### config.mk
export PLATFORM = sky130hd
export DESIGN_NAME = sfcc_top
export DESIGN_NICKNAME = d
export VERILOG_FILES = /design/src/logic/sfcc_pkg.sv /design/src/logic/sfcc_gate_monitor.sv /design/src/logic/sfcc_top.sv
export SDC_FILE = /design/constraint.sdc
export NUM_CORES = 1
export LEC_CHECK = 0
export BUFFER_PORTS_ARGS = -buffer_cell sky130_fd_sc_hd__clkbuf_2
export CAP_MARGIN = 20
export CORE_MARGIN = 5
export CORE_UTILIZATION = 63
export CTS_CLUSTER_DIAMETER = 150
export DETAILED_ROUTE_END_ITERATION = 8
export PLACE_DENSITY = 0.94
export SLEW_MARGIN = 20
export SYNTH_ARGS = -nofsm -noshare
export SYNTH_HDL_FRONTEND = slang
export SYNTH_SLANG_ARGS = --single-unit
### constraint.sdc
create_clock -name clk_in -period 5 [get_ports clk_in]
set_input_delay 1.5 -clock clk_in [delete_from_list [all_inputs] [get_ports clk_in]]
set_output_delay 1.5 -clock clk_in [all_outputs]
set_load 0.01 [all_outputs]
### src/logic/sfcc_pkg.sv
// Purpose: Shared constants for the sense fault and calibration control block
// Assumes: 250 MHz register clock, 16-bit serial frames
// Notes: Addresses are 6-bit register indices carried in the serial frame
`default_nettype none
package sfcc_pkg;
	// ----------------------------------------
	// Timing
	// ----------------------------------------
	localparam int CLK_PERIOD_NS = 4;
	localparam int GATE_DRIVE_WINDOW_NS = 4000;
	localparam int GATE_DRIVE_WINDOW_CYC = GATE_DRIVE_WINDOW_NS / CLK_PERIOD_NS;
	// ----------------------------------------
	// Register addresses
	// ----------------------------------------
	localparam logic [5:0] ADDR_SENSE_CAL_CTRL = 6'h10;
	localparam logic [5:0] ADDR_CAL_MODE = 6'h11;
	localparam logic [5:0] ADDR_HS_DRIVE = 6'h12;
	localparam logic [5:0] ADDR_LS_DRIVE = 6'h13;
	localparam logic [5:0] ADDR_GATE_FAULT = 6'h14;
	// ----------------------------------------
	// Reset values
	// ----------------------------------------
	localparam logic [7:0] RST_SENSE_CAL_CTRL = 8'h00;
	localparam logic [7:0] RST_CAL_MODE = 8'h00;
	localparam logic [7:0] RST_DRIVE = 8'h00;
	localparam logic [5:0] RST_GATE_FAULT = 6'h00;
	// ----------------------------------------
	// Field positions
	// ----------------------------------------
	localparam int FLD_CAL_LSB = 0;
	localparam int FLD_SENSE_OFF_LSB = 3;
	localparam int FLD_CAL_MODE = 7;
	localparam int FLD_SOURCE_LSB = 0;
	localparam int FLD_SINK_LSB = 4;
	// ----------------------------------------
	// Serial frame layout
	// ----------------------------------------
	localparam logic [4:0] FRAME_LAST_BIT = 5'h0f;
	localparam logic [4:0] FRAME_ADDR_DONE = 5'h07;
	localparam int FRM_READ = 15;
	localparam int FRM_ADDR_MSB = 14;
	localparam int FRM_ADDR_LSB = 9;
	// ----------------------------------------
	// Gate monitor states
	// ----------------------------------------
	typedef enum logic [1:0] {
		GM_IDLE,
		GM_TURNING_ON,
		GM_ON,
		GM_FAULT
	} sfcc_gate_state_t;
endpackage
`default_nettype wire

### src/logic/sfcc_gate_monitor.sv
// Purpose: Watches one gate for full turn-on within the drive window
// Assumes: Command and turned-on inputs synchronous to the clock
// Notes: Fault pulses once per command that misses the window
`default_nettype none
module sfcc_gate_monitor import sfcc_pkg::*; #(
	parameter int WINDOW_CYC = GATE_DRIVE_WINDOW_CYC
) (
	// Clock and reset
	input wire logic clk_in,
	input wire logic resetn_in,
	// Gate status
	input wire logic gate_cmd_in,
	input wire logic gate_on_in,
	// Fault
	output logic fault_out
);
	localparam int CW = $clog2(WINDOW_CYC + 1);
	localparam logic [CW-1:0] LAST = CW'(WINDOW_CYC - 1);
	sfcc_gate_state_t state_reg, state_next;
	logic [CW-1:0] count_reg;
	wire expired = (count_reg == LAST);
	always_comb begin
		state_next = state_reg;
		case (state_reg)
			GM_IDLE: if (gate_cmd_in) state_next = GM_TURNING_ON;
			GM_TURNING_ON: begin
				if (!gate_cmd_in) state_next = GM_IDLE;
				else if (gate_on_in) state_next = GM_ON;
				else if (expired) state_next = GM_FAULT;
			end
			GM_ON: if (!gate_cmd_in) state_next = GM_IDLE;
			GM_FAULT: if (!gate_cmd_in) state_next = GM_IDLE;
			default: state_next = GM_IDLE;
		endcase
	end
	always_ff @(posedge clk_in) begin
		if (!resetn_in) begin
			state_reg <= GM_IDLE;
			count_reg <= '0;
			fault_out <= 1'b0;
		end else begin
			state_reg <= state_next;
			count_reg <= (state_reg == GM_TURNING_ON) ? count_reg + 1'b1 : '0;
			fault_out <= (state_reg == GM_TURNING_ON) && (state_next == GM_FAULT);
		end
	end
endmodule
`default_nettype wire

### src/logic/sfcc_top.sv
// Purpose: Sense fault disable, amplifier calibration and gate drive control registers
// Assumes: Serial pins synchronous to clk_in, clk_in much faster than sclk_in
// Notes: Serial mode 1, 16-bit frames, read data returned in the second byte
`default_nettype none
module sfcc_top import sfcc_pkg::*; #(
	parameter bit SERIAL_VARIANT = 1'b1,
	parameter int WINDOW_CYC = GATE_DRIVE_WINDOW_CYC
) (
	// Clock and reset
	input wire logic clk_in,
	input wire logic resetn_in,
	// Serial interface
	input wire logic sclk_in,
	input wire logic cs_n_in,
	input wire logic mosi_in,
	output logic miso_out,
	output logic miso_oe_out,
	// Sense overcurrent
	input wire logic [2:0] sense_overcurrent_in,
	output logic [2:0] sense_fault_out,
	output logic [2:0] sense_fault_off_out,
	// Amplifier calibration
	output logic [2:0] amp_input_short_out,
	output logic [2:0] amp_auto_cal_out,
	// Gate drive
	input wire logic [3:0] drive_strength_pin_in,
	input wire logic [5:0] gate_cmd_in,
	input wire logic [5:0] gate_on_in,
	output logic [3:0] hs_gate_source_current_out,
	output logic [3:0] hs_gate_sink_current_out,
	output logic [3:0] ls_gate_source_current_out,
	output logic [3:0] ls_gate_sink_current_out,
	output logic [5:0] gate_drive_fault_out
);
	// ----------------------------------------
	// Storage
	// ----------------------------------------
	logic [7:0] ctrl_reg, ctrl_next;
	logic [7:0] mode_reg, mode_next;
	logic [7:0] hs_reg, hs_next;
	logic [7:0] ls_reg, ls_next;
	logic [5:0] gfault_reg, gfault_next;
	logic [15:0] rx_reg;
	logic [7:0] tx_reg;
	logic [4:0] bit_reg;
	logic sclk_q_reg;
	logic [5:0] gate_fault_pulse;
	// ----------------------------------------
	// Serial decode
	// ----------------------------------------
	function automatic logic [7:0] read_mux(input logic [5:0] a, input logic [7:0] c,
			input logic [7:0] m, input logic [7:0] h, input logic [7:0] l, input logic [5:0] g);
		case (a)
			ADDR_SENSE_CAL_CTRL: read_mux = c;
			ADDR_CAL_MODE: read_mux = m;
			ADDR_HS_DRIVE: read_mux = h;
			ADDR_LS_DRIVE: read_mux = l;
			ADDR_GATE_FAULT: read_mux = {2'h0, g};
			default: read_mux = 8'h00;
		endcase
	endfunction
	wire active = !cs_n_in;
	wire sclk_rise = active && sclk_in && !sclk_q_reg;
	wire sclk_fall = active && !sclk_in && sclk_q_reg;
	wire [15:0] frame_word = {rx_reg[14:0], mosi_in};
	wire [5:0] wr_addr = frame_word[FRM_ADDR_MSB:FRM_ADDR_LSB];
	wire [7:0] wr_data = frame_word[7:0];
	wire commit = sclk_fall && (bit_reg == FRAME_LAST_BIT) && !frame_word[FRM_READ];
	wire addr_done = sclk_fall && (bit_reg == FRAME_ADDR_DONE);
	wire [5:0] rd_addr = rx_reg[5:0];
	wire [7:0] rd_data = read_mux(rd_addr, ctrl_reg, mode_reg, hs_reg, ls_reg, gfault_reg);
	wire fault_read = addr_done && rx_reg[6] && (rd_addr == ADDR_GATE_FAULT);
	wire wr_ctrl = commit && (wr_addr == ADDR_SENSE_CAL_CTRL);
	wire wr_mode = commit && (wr_addr == ADDR_CAL_MODE);
	wire wr_hs = commit && (wr_addr == ADDR_HS_DRIVE) && SERIAL_VARIANT;
	wire wr_ls = commit && (wr_addr == ADDR_LS_DRIVE) && SERIAL_VARIANT;
	// ----------------------------------------
	// Register next values
	// ----------------------------------------
	assign ctrl_next = wr_ctrl ? wr_data : ctrl_reg;
	assign mode_next = wr_mode ? wr_data : mode_reg;
	assign hs_next = wr_hs ? wr_data : hs_reg;
	assign ls_next = wr_ls ? wr_data : ls_reg;
	assign gfault_next = gate_fault_pulse | (fault_read ? 6'h00 : gfault_reg);
	// ----------------------------------------
	// Control decode
	// ----------------------------------------
	wire [2:0] sense_off = ctrl_reg[FLD_SENSE_OFF_LSB +: 3];
	wire [2:0] cal_bits = ctrl_reg[FLD_CAL_LSB +: 3];
	wire auto_mode = mode_reg[FLD_CAL_MODE];
	wire [2:0] short_next = auto_mode ? 3'h0 : cal_bits;
	wire [2:0] auto_next = auto_mode ? cal_bits : 3'h0;
	wire [3:0] hs_src = SERIAL_VARIANT ? hs_reg[FLD_SOURCE_LSB +: 4] : drive_strength_pin_in;
	wire [3:0] hs_snk = SERIAL_VARIANT ? hs_reg[FLD_SINK_LSB +: 4] : drive_strength_pin_in;
	wire [3:0] ls_src = SERIAL_VARIANT ? ls_reg[FLD_SOURCE_LSB +: 4] : drive_strength_pin_in;
	wire [3:0] ls_snk = SERIAL_VARIANT ? ls_reg[FLD_SINK_LSB +: 4] : drive_strength_pin_in;
	// ----------------------------------------
	// Registers
	// ----------------------------------------
	always_ff @(posedge clk_in) begin
		if (!resetn_in) begin
			ctrl_reg <= RST_SENSE_CAL_CTRL;
			mode_reg <= RST_CAL_MODE;
			hs_reg <= RST_DRIVE;
			ls_reg <= RST_DRIVE;
			gfault_reg <= RST_GATE_FAULT;
		end else begin
			ctrl_reg <= ctrl_next;
			mode_reg <= mode_next;
			hs_reg <= hs_next;
			ls_reg <= ls_next;
			gfault_reg <= gfault_next;
		end
	end
	// ----------------------------------------
	// Serial shifter
	// ----------------------------------------
	always_ff @(posedge clk_in) begin
		if (!resetn_in) begin
			sclk_q_reg <= 1'b0;
			rx_reg <= 16'h0000;
			tx_reg <= 8'h00;
			bit_reg <= 5'h00;
			miso_out <= 1'b0;
			miso_oe_out <= 1'b0;
		end else begin
			sclk_q_reg <= sclk_in;
			miso_oe_out <= active;
			if (!active) begin
				bit_reg <= 5'h00;
				tx_reg <= 8'h00;
				miso_out <= 1'b0;
			end else begin
				if (sclk_fall) begin
					rx_reg <= frame_word;
					bit_reg <= bit_reg + 5'h01;
				end
				if (addr_done) begin
					tx_reg <= rd_data;
				end else if (sclk_rise && bit_reg > FRAME_ADDR_DONE) begin
					miso_out <= tx_reg[7];
					tx_reg <= {tx_reg[6:0], 1'b0};
				end
			end
		end
	end
	// ----------------------------------------
	// Outputs
	// ----------------------------------------
	always_ff @(posedge clk_in) begin
		if (!resetn_in) begin
			sense_fault_out <= 3'h0;
			sense_fault_off_out <= 3'h0;
			amp_input_short_out <= 3'h0;
			amp_auto_cal_out <= 3'h0;
			hs_gate_source_current_out <= 4'h0;
			hs_gate_sink_current_out <= 4'h0;
			ls_gate_source_current_out <= 4'h0;
			ls_gate_sink_current_out <= 4'h0;
			gate_drive_fault_out <= 6'h00;
		end else begin
			sense_fault_out <= sense_overcurrent_in & ~sense_off;
			sense_fault_off_out <= sense_off;
			amp_input_short_out <= short_next;
			amp_auto_cal_out <= auto_next;
			hs_gate_source_current_out <= hs_src;
			hs_gate_sink_current_out <= hs_snk;
			ls_gate_source_current_out <= ls_src;
			ls_gate_sink_current_out <= ls_snk;
			gate_drive_fault_out <= gfault_reg;
		end
	end
	// ----------------------------------------
	// Gate monitors
	// ----------------------------------------
	genvar gi;
	generate
		for (gi = 0; gi < 6; gi++) begin : g_mon
			sfcc_gate_monitor #(.WINDOW_CYC(WINDOW_CYC)) u_mon (
				.clk_in(clk_in),
				.resetn_in(resetn_in),
				.gate_cmd_in(gate_cmd_in[gi]),
				.gate_on_in(gate_on_in[gi]),
				.fault_out(gate_fault_pulse[gi])
			);
		end
	endgenerate
endmodule
`default_nettype wire

### Word level (Yosys, flattened, before mapping)

Index checks and enable logic that the tools add are counted.
W data, S select, Z words.

* register bits: 181
* bits in latches: 0
* bits in writable memories: 0
* memory bits (read-only): 0
* input port bits: 24
* output and inout bits: 36
* word-level logic and storage cells: 181
* memories kept: 0

* add/subtract/negate cells: 7
* $mul: 0
* div/mod/pow operators: 0
* order comparisons: 1
* equal/unequal tests: 41
* shifts and indexed selects: 0
* muxes and demuxes: 40
* bitwise logic cells: 6
* reductions and logical operators: 48

Operators by type and width (number)
* $add A10 B1 Y10 const B: 6
* $eq A10 B10 Y1 const B: 6
* $mux W2: 30
* $eq A6 B5 Y1 const B: 9
* $pmux W8 S5: 1
* $eq A2 B2 Y1 const B: 18
* $pmux W2 S3: 6
* $logic_and A1 B1 Y1: 20
* $reduce_and A2 Y1: 9
* $mux W8: 2
* $reduce_or A2 Y1: 8
* $eq A2 B1 Y1 const B: 6
* $logic_not A2 Y1: 6
* $mux W6: 1
* $or A6 B6 Y6: 1
* $add A5 B1 Y5 const B: 1
* $eq A5 B3 Y1 const B: 1
* $eq A5 B4 Y1 const B: 1
* $gt A5 B3 Y1 const B: 1
* $logic_not A1 Y1: 4
* $and A3 B3 Y3: 1
* $not A1 Y1: 3
* $not A3 Y3: 1
* $reduce_bool A2 Y1: 1

### Depth between registers and ports, before layout

Gate-level depths: netlist (run 1).

* depth after elaboration: 8
* mapped depth: 8
* depth with buffers taken out: 7

### By module

From an unflattened synthesis (run 1), not the netlist that was laid out.

* cell total of the unflattened synthesis: 760
* area total of the unflattened synthesis: 7128.1 sq um

Modules (own cells, without submodules)
* sfcc_top: instances 1, cells each 394, area each 3870.0 sq um, sequential area each 2062.0 sq um
* sfcc_gate_monitor: instances 6, cells each 61, area each 543.0 sq um, sequential area each 260.2 sq um

### Worst setup path before layout (run 1)

Ideal clock, no wire load.

* kind: input to register
* start: input cs_n_in
* end: register ctrl_reg[2]
* setup time: 0.072 ns
* data arrival time: 2.721 ns
* data required time: 4.928 ns
* setup slack: 2.207 ns
* stages on the path: 5
* path buffers: 1
* path through: or3b_4 -> nor4_4 -> nor3b_2 -> buf_4 -> mux2i_1

* cells in the longest elaborated chain, start to end: 6

Ends and longest elaborated chain
* from (decl): RTL line sfcc_top.sv:14 `input wire logic cs_n_in,`
* $logic_not A1 Y1: RTL line sfcc_top.sv:62 `wire active = !cs_n_in;`
* $logic_and A1 B1 Y1 (2 in a row): RTL line sfcc_top.sv:64 `wire sclk_fall = active && !sclk_in && sclk_q_reg;`
* $logic_and A1 B1 Y1 (2 in a row): RTL line sfcc_top.sv:68 `wire commit = sclk_fall && (bit_reg == FRAME_LAST_BIT) && !frame_word[FRM_READ];`
* $logic_and A1 B1 Y1: RTL line sfcc_top.sv:73 `wire wr_ctrl = commit && (wr_addr == ADDR_SENSE_CAL_CTRL);`
* to (signal assigned): RTL line sfcc_top.sv:108 `ctrl_reg <= ctrl_next;`
* to (decl): RTL line sfcc_top.sv:38 `logic [7:0] ctrl_reg, ctrl_next;`

Every way passes these cells.
A chain may end at the register's enable or synchronous reset.

### Final worst setup path (run 1)

* start: input cs_n_in
* end: register ctrl_reg[4]

The elaborated chain is that of the path after synthesis.

==> results.md, run 1 <==
Status:
- The run finished with clean final reports.

Clock network:
- The clock-pin slew reported for the worst setup and hold paths after clock tree synthesis is 0.07 ns.
- The total clock buffers created by CTS is 17.
- The maximum buffer depth of the clock tree is 2.
- The total number of clock tree sinks is about 180.
- In this run the post-CTS setup repair buffer count came out at 0.
- The cell chosen for the clock root is sky130_fd_sc_hd__clkbuf_8.
- At the later pin of the worst-skew pair, clock insertion delay measures 0.54 ns.
- The clock tree synthesis step divided the H-tree into 4 levels.
- In this run, post-CTS repair resized a total of 0 instances.
- The hold buffer count at CTS is 0.
- TritonCTS built the clock tree.

Critical path:
- Along the worst path, the maximum fanout reaches 20.
- Broken down by cell family, the worst path's largest delay share belongs to simple AND/OR/NAND/NOR gates.
- Across all register-to-register paths, the minimum setup slack is 1.97 ns.
- Together, buffers and inverters on the worst path number 1.
- On the critical path, the stage with the largest delay is an instance of sky130_fd_sc_hd__nor3b_2.
- The critical path class is in2reg.
- The arrival time of data at the critical path endpoint is 3.71 ns.
- The longest individual stage delay on the worst path is approximately 0.87 ns.
- The data required time at the worst endpoint is around 5.5 ns.
- STA classifies the critical path startpoint as an input port.
- The worst setup path is captured at a flop.
- Traced cell by cell, the critical path runs through clkbuf_2, or3b_4, nor4_4, nor3b_2, mux2i_1.

Cells and area:
- Leaving out fill and tap cells, the most frequent cells in the layout are sky130_fd_sc_hd__dfxtp_1 (181), sky130_fd_sc_hd__nand2_1 (106), sky130_fd_sc_hd__nor2_1 (65), sky130_fd_sc_hd__clkbuf_2 (55), sky130_fd_sc_hd__mux2i_1 (38).
- 0 antenna diodes ended up in the layout.
- Leaving out fill and tap cells, the most frequent cell in the layout is sky130_fd_sc_hd__dfxtp_1.
- Compared with the post-synthesis result, the final layout area differs by 13.4%.
- The count of nets after finishing is 806.
- The share of final-layout standard cells stronger than drive strength 1 is 13.5%.
- The flip-flop count of the largest register after layout is 60.

Synthesis:
- Among all flip-flop cells after synthesis, the most frequent one is sky130_fd_sc_hd__dfxtp_1.
- The count of yosys warnings during synthesis is 0.
- The count of flip-flops with a built-in enable after synthesis is 0.
- The average footprint of a synthesized cell is about 9.7 sq um.
- The netlist uses 54 different library cells.
- Synthesis inferred 181 register bits.
- Sorting the synthesized cells by area gives the leading types as sky130_fd_sc_hd__dfxtp_1 (52%), sky130_fd_sc_hd__nand2_1 (5.7%), sky130_fd_sc_hd__mux2i_1 (5.4%).
- The cell area that synthesis handed to floorplanning was ~0.007 sq mm.
- The top cell type by area accounts for 51.8% of the synthesized area.
- The fraction of the mapped netlist area in compound gates is about 8%.
- Of the synthesized area, sequential elements account for 51.8%.
- Summing the areas of all fa, ha and maj instances in the mapped netlist gives roughly 1.4% of the synthesized area.
- After synthesis, the largest family of logic cells by area is simple AND/OR/NAND/NOR gates.
- The simple-gate area share of the yosys netlist is 22.1%.
- The largest total area in the synthesized netlist belongs to sky130_fd_sc_hd__dfxtp_1.
- Of all flip-flops after synthesis, the portion carrying an async set or reset was 0%.
- The number of nets handed over by synthesis was 753.
- The synthesized netlist devotes 5.38% of its cell area to XOR and XNOR gates.
- In the synthesized netlist, mux cells make up 8.33% of the area.
- Synthesis produced a netlist whose cell count is slightly above 700.

Detailed routing:
- The detail route stage leaves a number of antenna-violating nets equal to 0.
- The detailed router placed 5310 vias in this run.
- Dividing the detail-routed wire length by the instance count gives 16.1 um.
- The overall routed net length is 15.0 mm.
- In this run, the number of DRC markers left after iteration 0 of detailed routing was 373.
- The first detailed-routing pass ran for 6 iterations.
- In the routed design, unresolved DRC markers number 0.
- Dividing the detail-routed via count by the number of cells gives 5.73.

Floorplan:
- The floorplan die height is 115 um.
- The overall die area is 0.0133 sq mm.
- For this configuration, the core starts out at a cell density of 64.3%.
- The total number of placement rows is 38.
- The floorplan step defined a core boundary enclosing about 0.011 sq mm.
- The top-level I/O count is 60.
- From left edge to right edge, the die measures 115 um.

Power and ir drop:
- For this design the static power due to leakage is ~3.2 nW.
- Power spread over the standard cell area amounts to 352 mW/mm^2.
- The total design power is 2.80 mW.
- The peak ir drop on the vdd network is 0.345 mV.

Timing:
- Adding up every negative setup slack in the final design gives 0 ns.
- The minimum clock period is approximately 3.3 ns.
- The worst-margin pin slew is 0.991 ns.
- The clock skew is 0.00686 ns.
- The worst path uses 65.2% of the clock period.
- The number of slew-limit violations in the final report is 0.
- Timing would allow up to between 300 and 400 MHz.
- Setup repair after global routing left no endpoint under its margin.
- The worst pin sits at a relative slew slack of roughly a third.
- The final setup violation count is 0.
- The number of hold violations in the final report is 0.

Place:
- The HPWL after detailed placement is between 10 and 15 mm.
- The last weighted congestion value of the routability-driven placer is slightly below 0.9.
- The quantity of I/O buffers inserted on ports is 55.

GRT:
- Global routing used 24.1% of the available tracks across all layers.
- The initial antenna violation count is 0.
- The maximum number of pins on one net before global-route repair is 69.
- The via count of the first global-routing pass is about 5500.
- The first global-routing pass estimated 25.5 mm of wire.
- For this run the aggregate overflow at the end of global routing stands at 0.

Min path:
- The path class of the tightest hold or removal check is reg2reg.

Flow run:
- Across the run, the number of max-cap violations was 0.
-- cells in the mapped netlist, types with 3 or more instances --
library cell,count
sky130_fd_sc_hd__clkbuf_1,13
sky130_fd_sc_hd__nor3b_1,5
sky130_fd_sc_hd__nor2b_1,13
sky130_fd_sc_hd__a31oi_1,6
sky130_fd_sc_hd__a22oi_1,3
sky130_fd_sc_hd__buf_1,3
sky130_fd_sc_hd__o211ai_1,3
sky130_fd_sc_hd__xor2_1,21
sky130_fd_sc_hd__nand4b_1,4
sky130_fd_sc_hd__nor3_1,13
sky130_fd_sc_hd__mux2i_1,38
sky130_fd_sc_hd__and2_1,15
sky130_fd_sc_hd__a221o_1,3
sky130_fd_sc_hd__a22o_1,3
sky130_fd_sc_hd__a21boi_0,15
sky130_fd_sc_hd__buf_2,5
sky130_fd_sc_hd__nand3_1,26
sky130_fd_sc_hd__o21a_1,7
sky130_fd_sc_hd__dfxtp_1,181
sky130_fd_sc_hd__inv_1,31
sky130_fd_sc_hd__xnor2_1,22
sky130_fd_sc_hd__o21ai_0,9
sky130_fd_sc_hd__nand4_1,14
sky130_fd_sc_hd__ha_1,8
sky130_fd_sc_hd__nand2_1,106
sky130_fd_sc_hd__or3_1,8
sky130_fd_sc_hd__a211oi_1,7
sky130_fd_sc_hd__nor2_1,65
sky130_fd_sc_hd__mux4_2,8
sky130_fd_sc_hd__o31ai_1,4
sky130_fd_sc_hd__and4_1,3
sky130_fd_sc_hd__a21oi_1,18
sky130_fd_sc_hd__and3_1,13
-- stage by stage --
| step | area (sq um) | cells | util [%] | worst slack [ns] | hold WS [ns] |
|---|---|---|---|---|---|
| 4_1_cts | 7930 | 927 | 72.8 | 1.75 | 0.449 |
| 6_report | 7930 | 927 | 72.9 | 1.74 | 0.447 |
| 5_1_grt | 7930 | 927 | 72.9 | 1.65 | 0.461 |
| 2_1_floorplan | 7000 | 721 | - | 2.21 | 0.406 |
| 3_3_place_gp | 7360 | 895 | 67.6 | 1.34 | 0.424 |
| 3_5_place_dp | 7360 | 895 | 67.6 | 1.24 | 0.434 |
-- report_power, final --
part | total (mW) | switching, mW | internal (mW) | leakage, nW
Combinational | 0.0649 | 0.0424 | 0.0225 | 1.45
Sequential | 1.46 | 0.00846 | 1.45 | 1.46
Clock | 1.27 | 0.532 | 0.738 | 0.273
-- worst paths after layout --
kind | startpoint | to | cells past startpoint
min reg2reg | g_mon[2].u_mon.fault_out$_SDFF_PN0_ | gfault_reg[2]$_SDFF_PN0_ | 1
max | cs_n_in | ctrl_reg[4]$_SDFFE_PN0P_ | 5
min | g_mon[2].u_mon.fault_out$_SDFF_PN0_ | gfault_reg[2]$_SDFF_PN0_ | 1
max reg2reg | bit_reg[0]$_SDFFE_PP0P_ | ctrl_reg[4]$_SDFFE_PN0P_ | 7
-- kinds of logic after synthesis --
family,after synthesis
AND/OR/NAND/NOR,305
flip-flops,181
AO/OA/AOI/OAI,82
buffers and inverters,54
multiplexers,48
XOR/XNOR,43
adder cells (fa/ha/maj),8
-- per-layer routing --
layer  up-vias  wire [um]  track usage [%]
met2       111       7880             42.7
met5         -          0                0
met4         0        269             9.94
li1       2597          -                -
met1      2575       6170             27.8
met3        27        641             5.53
-- cell type report --
class                           count  area, sq um
Clock inverter                      8          100
Fill cell                         688         2950
Sequential cell                   181         3620
Clock buffer                       24          460
Inverter                           31          116
Multi-Input combinational cell    486         3170
Tap cell                          140          175
Timing Repair Buffer               57          290
Power figures use the tool's default switching activity.
==> run 2, diff against run 1 <==
CORE_UTILIZATION = 53   (was 63)
PLACE_DENSITY = 0.85   (was 0.94)
clock period = 2.9 ns   (was 5 ns; I/O delays follow)
==> run 2 against run 1 <==
- cell count is 4.6% higher
- register-to-register slack worse by 1.6 ns
- sequential power is 73% higher
- core utilization is 11 points lower
- clock power rose by 73%
- sequential share of layout area is 0.60 points lower
- flip-flop and latch count unchanged
- clock skew is 0.0041 ns higher
- design area up 1.3%
- critical path type is now reg2reg
- highest routed layer unchanged
==> results.md, run 2 (synthesized netlist as in run 1, its figures left out) <==
Status:
- The flow ran to the end, and the final reports show no timing, DRC or antenna violations.

Critical path:
- Along the worst path, the maximum fanout reaches 8.
- The arrival time of data at the critical path endpoint is 2.85 ns.
- The startpoint of the most critical setup path is bit_reg[0]$_SDFFE_PP0P_.
- The worst setup path is of the reg2reg kind.
- The worst register-to-register path begins at bit_reg[0]$_SDFFE_PP0P_.
- The length in cells of the worst reg-to-reg path is 8.
- The longest individual stage delay on the worst path is between 0.5 and 0.6 ns.
- STA classifies the critical path startpoint as a flop.
- The slowest stage of the critical path belongs to the cell sky130_fd_sc_hd__or4bb_1.
- STA classifies the critical path endpoint as a flop.
- Data on the critical path is required at its endpoint by 3.24 ns.
- By instance count, the cell type seen most on the critical path is sky130_fd_sc_hd__ha_1.
- The critical path goes through ha_1, and3_2, ha_1, or4bb_1, nor4_4, nor3b_2, buf_4, mux2i_1.

Power and ir drop:
- Net switching is 21.6% of the power.
- The total power density per cell area is approximately 600 mW/mm^2.
- The leakage dissipation is 3.21 nW.
- The proportion of power drawn by the clock network is a little under half.
- The net switching power is approximately 1.0 mW.
- The share of total power dissipated in combinational logic is 2.3%.
- The internal power component is 3.79 mW.
- VDD sags by at most 0.490 mV.
- The share of total power in sequential cells is 52.1%.

Cells and area:
- The library cells used most frequently in the layout, excluding fill and tap cells, are sky130_fd_sc_hd__dfxtp_1 (181), sky130_fd_sc_hd__nand2_1 (106), sky130_fd_sc_hd__nor2_1 (65), sky130_fd_sc_hd__clkbuf_2 (54), sky130_fd_sc_hd__mux2i_1 (38).
- The core occupancy in the finished layout is ~61%.
- The final design instance area without fill is around 0.008 sq mm.
- For this run, the post-layout net count is 813.
- The share of final-layout standard cells stronger than drive strength 1 is 14.7%.
- Leaving out fill and tap cells, the most frequent cell in the layout is sky130_fd_sc_hd__dfxtp_1.
- Counting the fill cells in the layout gives 1043.
- The area added between synthesis and finish is 14.9%.
- In the final layout, the multi-input gates occupy ~0.0032 sq mm.
- The count of inserted antenna diode cells is 0.
- The flip-flop count of the largest register after layout is 60.
- The filler-free cell count of the finished design is 970.
- The sequential cells in the finished layout cover a total of 0.00362 sq mm.

GRT:
- The first global-routing pass estimated around 22 mm of wire.
- Entering global routing, the biggest net connects 54 pins.
- The initial antenna violation count came to 0.
- Global routing finished with a remaining overflow of 0.
- The aggregate global-route resource usage is between 10% and 20%.
- The via count of the first global-routing pass is 4794.

Place:
- In this run, placement finished with an instance count of roughly 940.
- Routability-driven placement finished with a final weighted congestion of 0.807.
- The count of buffers added on input and output ports is 55.
- The detailed-placement wirelength estimate is just under 9 mm.
- After detailed placement, the total cell area comes to approximately 0.0075 sq mm.

Timing:
- Setup violations remaining at the end of the flow were counted as 0.
- The minimum clock period is 2.52 ns.
- Setup repair after global routing left no endpoint under its margin.
- The total negative slack is 0 ns.
- The number of hold violations in the final report is 0.
- The number of slew-limit violations in the final report is 0.
- The clock skew is roughly 0.011 ns.
- The relative slew slack is 57.9%.
- The final critical path takes up 86.7% of the cycle.
- For the pin with the worst max-slew slack, the measured transition is about 0.63 ns.
- The maximum achievable frequency is 398 MHz.

Floorplan:
- The floorplan step set the die width to around 120 um.
- The region available for standard cell placement spans 0.0131 sq mm.
- In this run the count of I/O pins placed on the die edge is 60.
- The floorplan step set the die height to 125 um.
- The starting density of the core is 53.5%.
- The total number of placement rows is 42.
- The die covers 0.0156 sq mm.

Clock network:
- The H-tree depth reported by CTS is 4.
- The total number of clock tree sinks is 181.
- Clock-pin slew was measured on the worst setup and hold paths at 0.07 ns.
- TritonCTS built the clock tree.
- TritonCTS created 17 clock buffers.
- Gates resized during post-CTS repair numbered 0.
- The later pin in the worst-skew pair is clocked with a latency of approximately 0.42 ns.
- The maximum buffer depth of the clock tree is 2.
- The post-CTS setup-driven buffer insertion count is 0.
- The cell chosen for the clock root is sky130_fd_sc_hd__clkbuf_16.
- Hold repair after CTS inserted 0 buffers.

Detailed routing:
- The count of nets left with antenna violations after detail routing is 0.
- The number of DRC violations after detailed routing is 0.
- Dividing the detail-routed wire length by the instance count gives 13.3 um.
- The post-detailed-route via-to-cell ratio is 5.25.
- The total via count in the routed design is ~5100.
- The overall routed net length is between 10 and 15 mm.
- The number of optimization iterations in the first detailed-route pass is 5.
- For this block, the initial DRC count from the detailed router was between 300 and 400.

Min path:
- The hold path depth is 1.
- The worst hold path belongs to the class reg2reg.
- The hold path startpoint is ctrl_reg[5]$_SDFFE_PN0P_.

Flow run:
- The count of max-cap constraint violations is 0.
==> run 2: cell types whose count changed in the layout (fill, tap and decap cells not counted), sizes merged <==
cell      change
buf           +8
bufinv        -1
clkbuf        -5
clkinv        -1
clkinvlp      +3
inv           +3
==> run 2: path summary, 6_finish.rpt <==
path | slack [ns] | endpoint
worst max-delay path | 0.38 | ctrl_reg[2]$_SDFFE_PN0P_
worst min-delay path | 0.44 | sense_fault_out[2]$_SDFF_PN0_
worst max register to register | 0.38 | ctrl_reg[2]$_SDFFE_PN0P_
worst min register to register | 0.44 | sense_fault_out[2]$_SDFF_PN0_
==> run 2: routing by layer <==
metal	vias up	part of all wire (%)	wire (um)	global-route usage (%)
li1	2598	-	-	-
met1	2376	46	5910	21.7
met2	96	49	6350	28.3
met3	18	3.4	441	3.99
met4	0	1.3	167	6.51
met5	-	0	0	0
==> run 2: per-stage QoR <==
step                      total power [mW]  hold slack [ns]  setup slack (ns)
after floorplan                       2.64            0.406             0.707
after global routing                  5.01            0.451             0.209
after detailed placement              2.69            0.435             0.339
after global placement                2.68            0.431             0.375
after CTS                             4.87            0.444             0.386
final                                 4.83            0.440             0.384
==> run 2: cell type report <==
class	instances	area share (%)
Inverter	31	1.45
Timing Repair Buffer	64	4.26
Clock buffer	20	5.68
Clock inverter	12	1.49
Tap cell	176	2.74
Sequential cell	181	45.1
Multi-Input combinational cell	486	39.3
==> run 2: worst max-delay path, delay by kind of cell, from the launching register on <==
| kind | cells | cell delay [ns] |
|---|---|---|
| mux | 1 | 0.23 |
| fa+ha+maj | 2 | 0.36 |
| buf+inv | 1 | 0.23 |
| simple gates | 4 | 1.21 |
| flops | 1 | 0.40 |
==> run 2: power by group through the flow <==
stage | logic [mW] | clock network, mW | registers [mW]
2_1_floorplan | 0.0714 | 0 | 2.57
6_report | 0.112 | 2.20 | 2.52
5_1_grt | 0.126 | 2.36 | 2.52
4_1_cts | 0.113 | 2.24 | 2.52
3_5_place_dp | 0.112 | 0 | 2.57
3_3_place_gp | 0.110 | 0 | 2.57
==> run 3, diff against run 2 <==
REMOVE_ABC_BUFFERS = 1   (was unset)
==> run 3 against run 2 <==
- combinational power is 6% higher
- die area did not move
- clock skew down 0.0017 ns
- design area rose by 1.9%
- clock power increased by 16%
- first-iteration DRC count shrank 14%
- power up 7.4%
- sequential share of layout area is 0.83 points lower
- largest cell class unchanged
- core utilization rose by 1.2 points
==> results.md, run 3 (synthesized netlist as in run 1, its figures left out) <==
Critical path:
- The longest individual stage delay on the worst path is between 0.5 and 0.6 ns.
- The most numerous cell on the critical path is sky130_fd_sc_hd__ha_1.
- For the worst setup path, the data required time is ~3.3 ns.
- The largest individual stage delay along the critical path comes from the cell sky130_fd_sc_hd__or4bb_1.
- The worst setup path is launched from a flop.
- Data on the critical path arrives at its endpoint at 2.98 ns.
- The critical path is of the reg2reg type.
- Together, buffers and inverters on the worst path number 1.
- Along the worst path, the maximum fanout reaches 4.
- The flop-to-flop setup slack is 0.27 ns.
- The signal on the critical path passes through ha_1, and3_2, ha_1, or4bb_1, nor4_4, nor3b_2, buf_4, mux2i_1.
- The worst setup path is captured at a flop.
- The length in cells of the worst reg-to-reg path is 8.
- The capture point of the worst reg-to-reg path is ctrl_reg[1]$_SDFFE_PN0P_.
- The worst register-to-register path begins at bit_reg[0]$_SDFFE_PP0P_.
- The critical path depth is 8.
- In this design, the largest share of critical-path delay is due to simple AND/OR/NAND/NOR gates.

Clock network:
- After clock tree synthesis, the clock-pin slew on the worst setup and hold paths is around 0.070 ns.
- The hold buffer count at CTS is 0.
- The maximum buffer depth of the clock tree is 2.
- The clock drives 181 sinks.
- The number of instances resized during post-cts repair is 0.
- TritonCTS built the clock tree.
- The number of setup buffers added after CTS is 0.
- The H-tree depth reported by CTS is 4.
- The cell chosen for the clock root is sky130_fd_sc_hd__clkbuf_16.
- The number of clock buffers added by TritonCTS is 17.
- The clock insertion delay at the later pin of the skew report is approximately 0.43 ns.

Timing:
- After layout, the minimum clock period comes to 2.63 ns.
- The clock skew is slightly above 0.009 ns.
- The number of slew-limit violations in the final report is 0.
- The relative slew slack is 53.1%.
- The final setup violation count is 0.
- The number of hold violations in the final report was 0.
- The worst-margin pin slew is approximately 0.7 ns.
- The period utilization is 90.8%.
- The maximum achievable frequency is about 380 MHz.
- For the final routed database, the setup TNS stands at 0 ns.
- The setup slack after layout is 0.266 ns.
- Setup repair after global routing left no endpoint under its margin.

Floorplan:
- In this run the count of I/O pins placed on the die edge is 60.
- The total area inside the core boundary comes to roughly 0.013 sq mm.
- The floorplan die height is 125 um.
- In this run the horizontal extent of the chip is 125 um.
- The total number of placement rows is 42.
- The die covers 0.0156 sq mm.
- The starting density of the core is 53.5%.

Cells and area:
- The commonest non-fill, non-tap cell in the layout is sky130_fd_sc_hd__dfxtp_1.
- The flip-flop count of the largest register after layout is 60.
- In the layout the commonest cells are sky130_fd_sc_hd__dfxtp_1 (181), sky130_fd_sc_hd__nand2_1 (106), sky130_fd_sc_hd__nor2_1 (65), sky130_fd_sc_hd__clkbuf_2 (54), sky130_fd_sc_hd__mux2i_1 (38).
- The area added between synthesis and finish is 17.0%.
- The core occupancy in the finished layout is 62.6%.
- The net count of the finished layout is roughly 800.
- The count of inserted antenna diode cells is 0.
- Cells with a size suffix above 1 make up between 10% and 20% of the layout.

GRT:
- The aggregate global-route resource usage is 17.9%.
- The via count of the first global-routing pass is 5067.
- The initial antenna violation count is 1.
- Entering global routing, the biggest net connects 70 pins.
- The global-route wire length before repair is 23.2 mm.
- The total global routing overflow is 0.

Status:
- The flow ran to the end, and the final reports show no timing, DRC or antenna violations.

Detailed routing:
- The violation count after the first detailed-routing iteration is 321.
- The final routed wire length divided by cell count is between 10 and 15 um.
- The first detailed-routing pass ran for 6 iterations.
- The uppermost layer routed is met5.
- The routed length on met1 is 6.50 mm.
- The final layout contains routed wiring with a total length of 13.9 mm.
- The total via count in the routed design is between 5000 and 6000.
- The count of nets left with antenna violations after detail routing is 0.
- Detailed routing placed a total of 504 um of wire on met3.
- Using the TritonRoute via totals, the vias-per-cell ratio works out to 5.33.
- In the routed design, unresolved DRC markers number 0.
- The met2 layer wire length in the routed design is between 6 and 7 mm.

Power and ir drop:
- The worst-case IR drop observed on VDD is ~0.47 mV.
- For this design the static power due to leakage is 3.30 nW.
- The total power density per cell area is between 600 and 700 mW/mm^2.

Place:
- The congestion estimate from routability-driven global placement came to 0.793.
- The quantity of I/O buffers inserted on ports is 55.
- The detailed-placement wirelength estimate is 9.35 mm.
- Prior to clock tree synthesis, the placed netlist has a worst setup slack of about 0.29 ns.

Min path:
- Along the worst hold path, the cell count comes to 1.
- The hold path startpoint is g_mon[4].u_mon.fault_out$_SDFF_PN0_.
- The worst hold path class is reg2reg.
- For hold timing, the worst endpoint is gfault_reg[4]$_SDFF_PN0_.

Flow run:
- Max-cap violations in this run came to 0.
-- run 3: changes by cell type in the layout (fill, tap and decap cells not counted), sizes merged --
cell	delta
bufinv	+4
clkinv	-3
buf	+7
inv	+4
clkbuf	-3
clkinvlp	-2
-- run 3: cell type report --
| type | count | area, sq um |
|---|---|---|
| timing repair buffer | 71 | 408 |
| fill | 1019 | 4890 |
| inverter | 31 | 116 |
| clock inverter | 15 | 238 |
| tap | 176 | 220 |
| multi-input combinational | 486 | 3160 |
| sequential | 181 | 3620 |
| clock buffer | 17 | 425 |
-- run 3: worst max path at each step --
| stage | start | to | slack (ns) |
|---|---|---|---|
| final | bit_reg[0]$_SDFFE_PP0P_ | ctrl_reg[1]$_SDFFE_PN0P_ | 0.27 |
| after floorplan | cs_n_in | ctrl_reg[1]$_SDFFE_PN0P_ | 0.35 |
| after global routing | bit_reg[0]$_SDFFE_PP0P_ | ctrl_reg[1]$_SDFFE_PN0P_ | 0.14 |
| after global placement | cs_n_in | ctrl_reg[2]$_SDFFE_PN0P_ | 0.31 |
| after CTS | bit_reg[0]$_SDFFE_PP0P_ | ctrl_reg[1]$_SDFFE_PN0P_ | 0.25 |
| after detailed placement | cs_n_in | ctrl_reg[7]$_SDFFE_PN0P_ | 0.29 |
-- run 3: stage by stage --
step           hold WS, ns  cell area, sq um  cells  power (mW)
6_report             0.442              8190    977        5.19
2_1_floorplan        0.406              6900    698        2.63
3_5_place_dp         0.432              7530    945        2.69
5_1_grt              0.465              8190    977        5.34
3_3_place_gp         0.427              7530    945        2.69
4_1_cts              0.448              8190    977        5.22
-- run 3: worst reg2reg max path: cells and delay by family (launching register included) --
family        cells  cell delay (ns)
buf+inv           1             0.22
flops             1             0.40
mux               1             0.22
fa+ha+maj         2             0.36
simple gates      4             1.37
-- run 3: layer usage --
layer	vias to the layer above	GRT usage (%)
li1	2622	-
met1	2451	22.8
met2	101	28.6
met3	28	4.76
met4	2	8.10
met5	-	0
-- run 3: where the power goes --
group | switching, mW | internal [mW] | leakage, nW | total, mW
registers | 0.0136 | 2.50 | 1.46 | 2.52
clock network | 1.00 | 1.55 | 0.318 | 2.55
logic | 0.0739 | 0.0446 | 1.52 | 0.119
total | 1.09 | 4.10 | 3.30 | 5.19
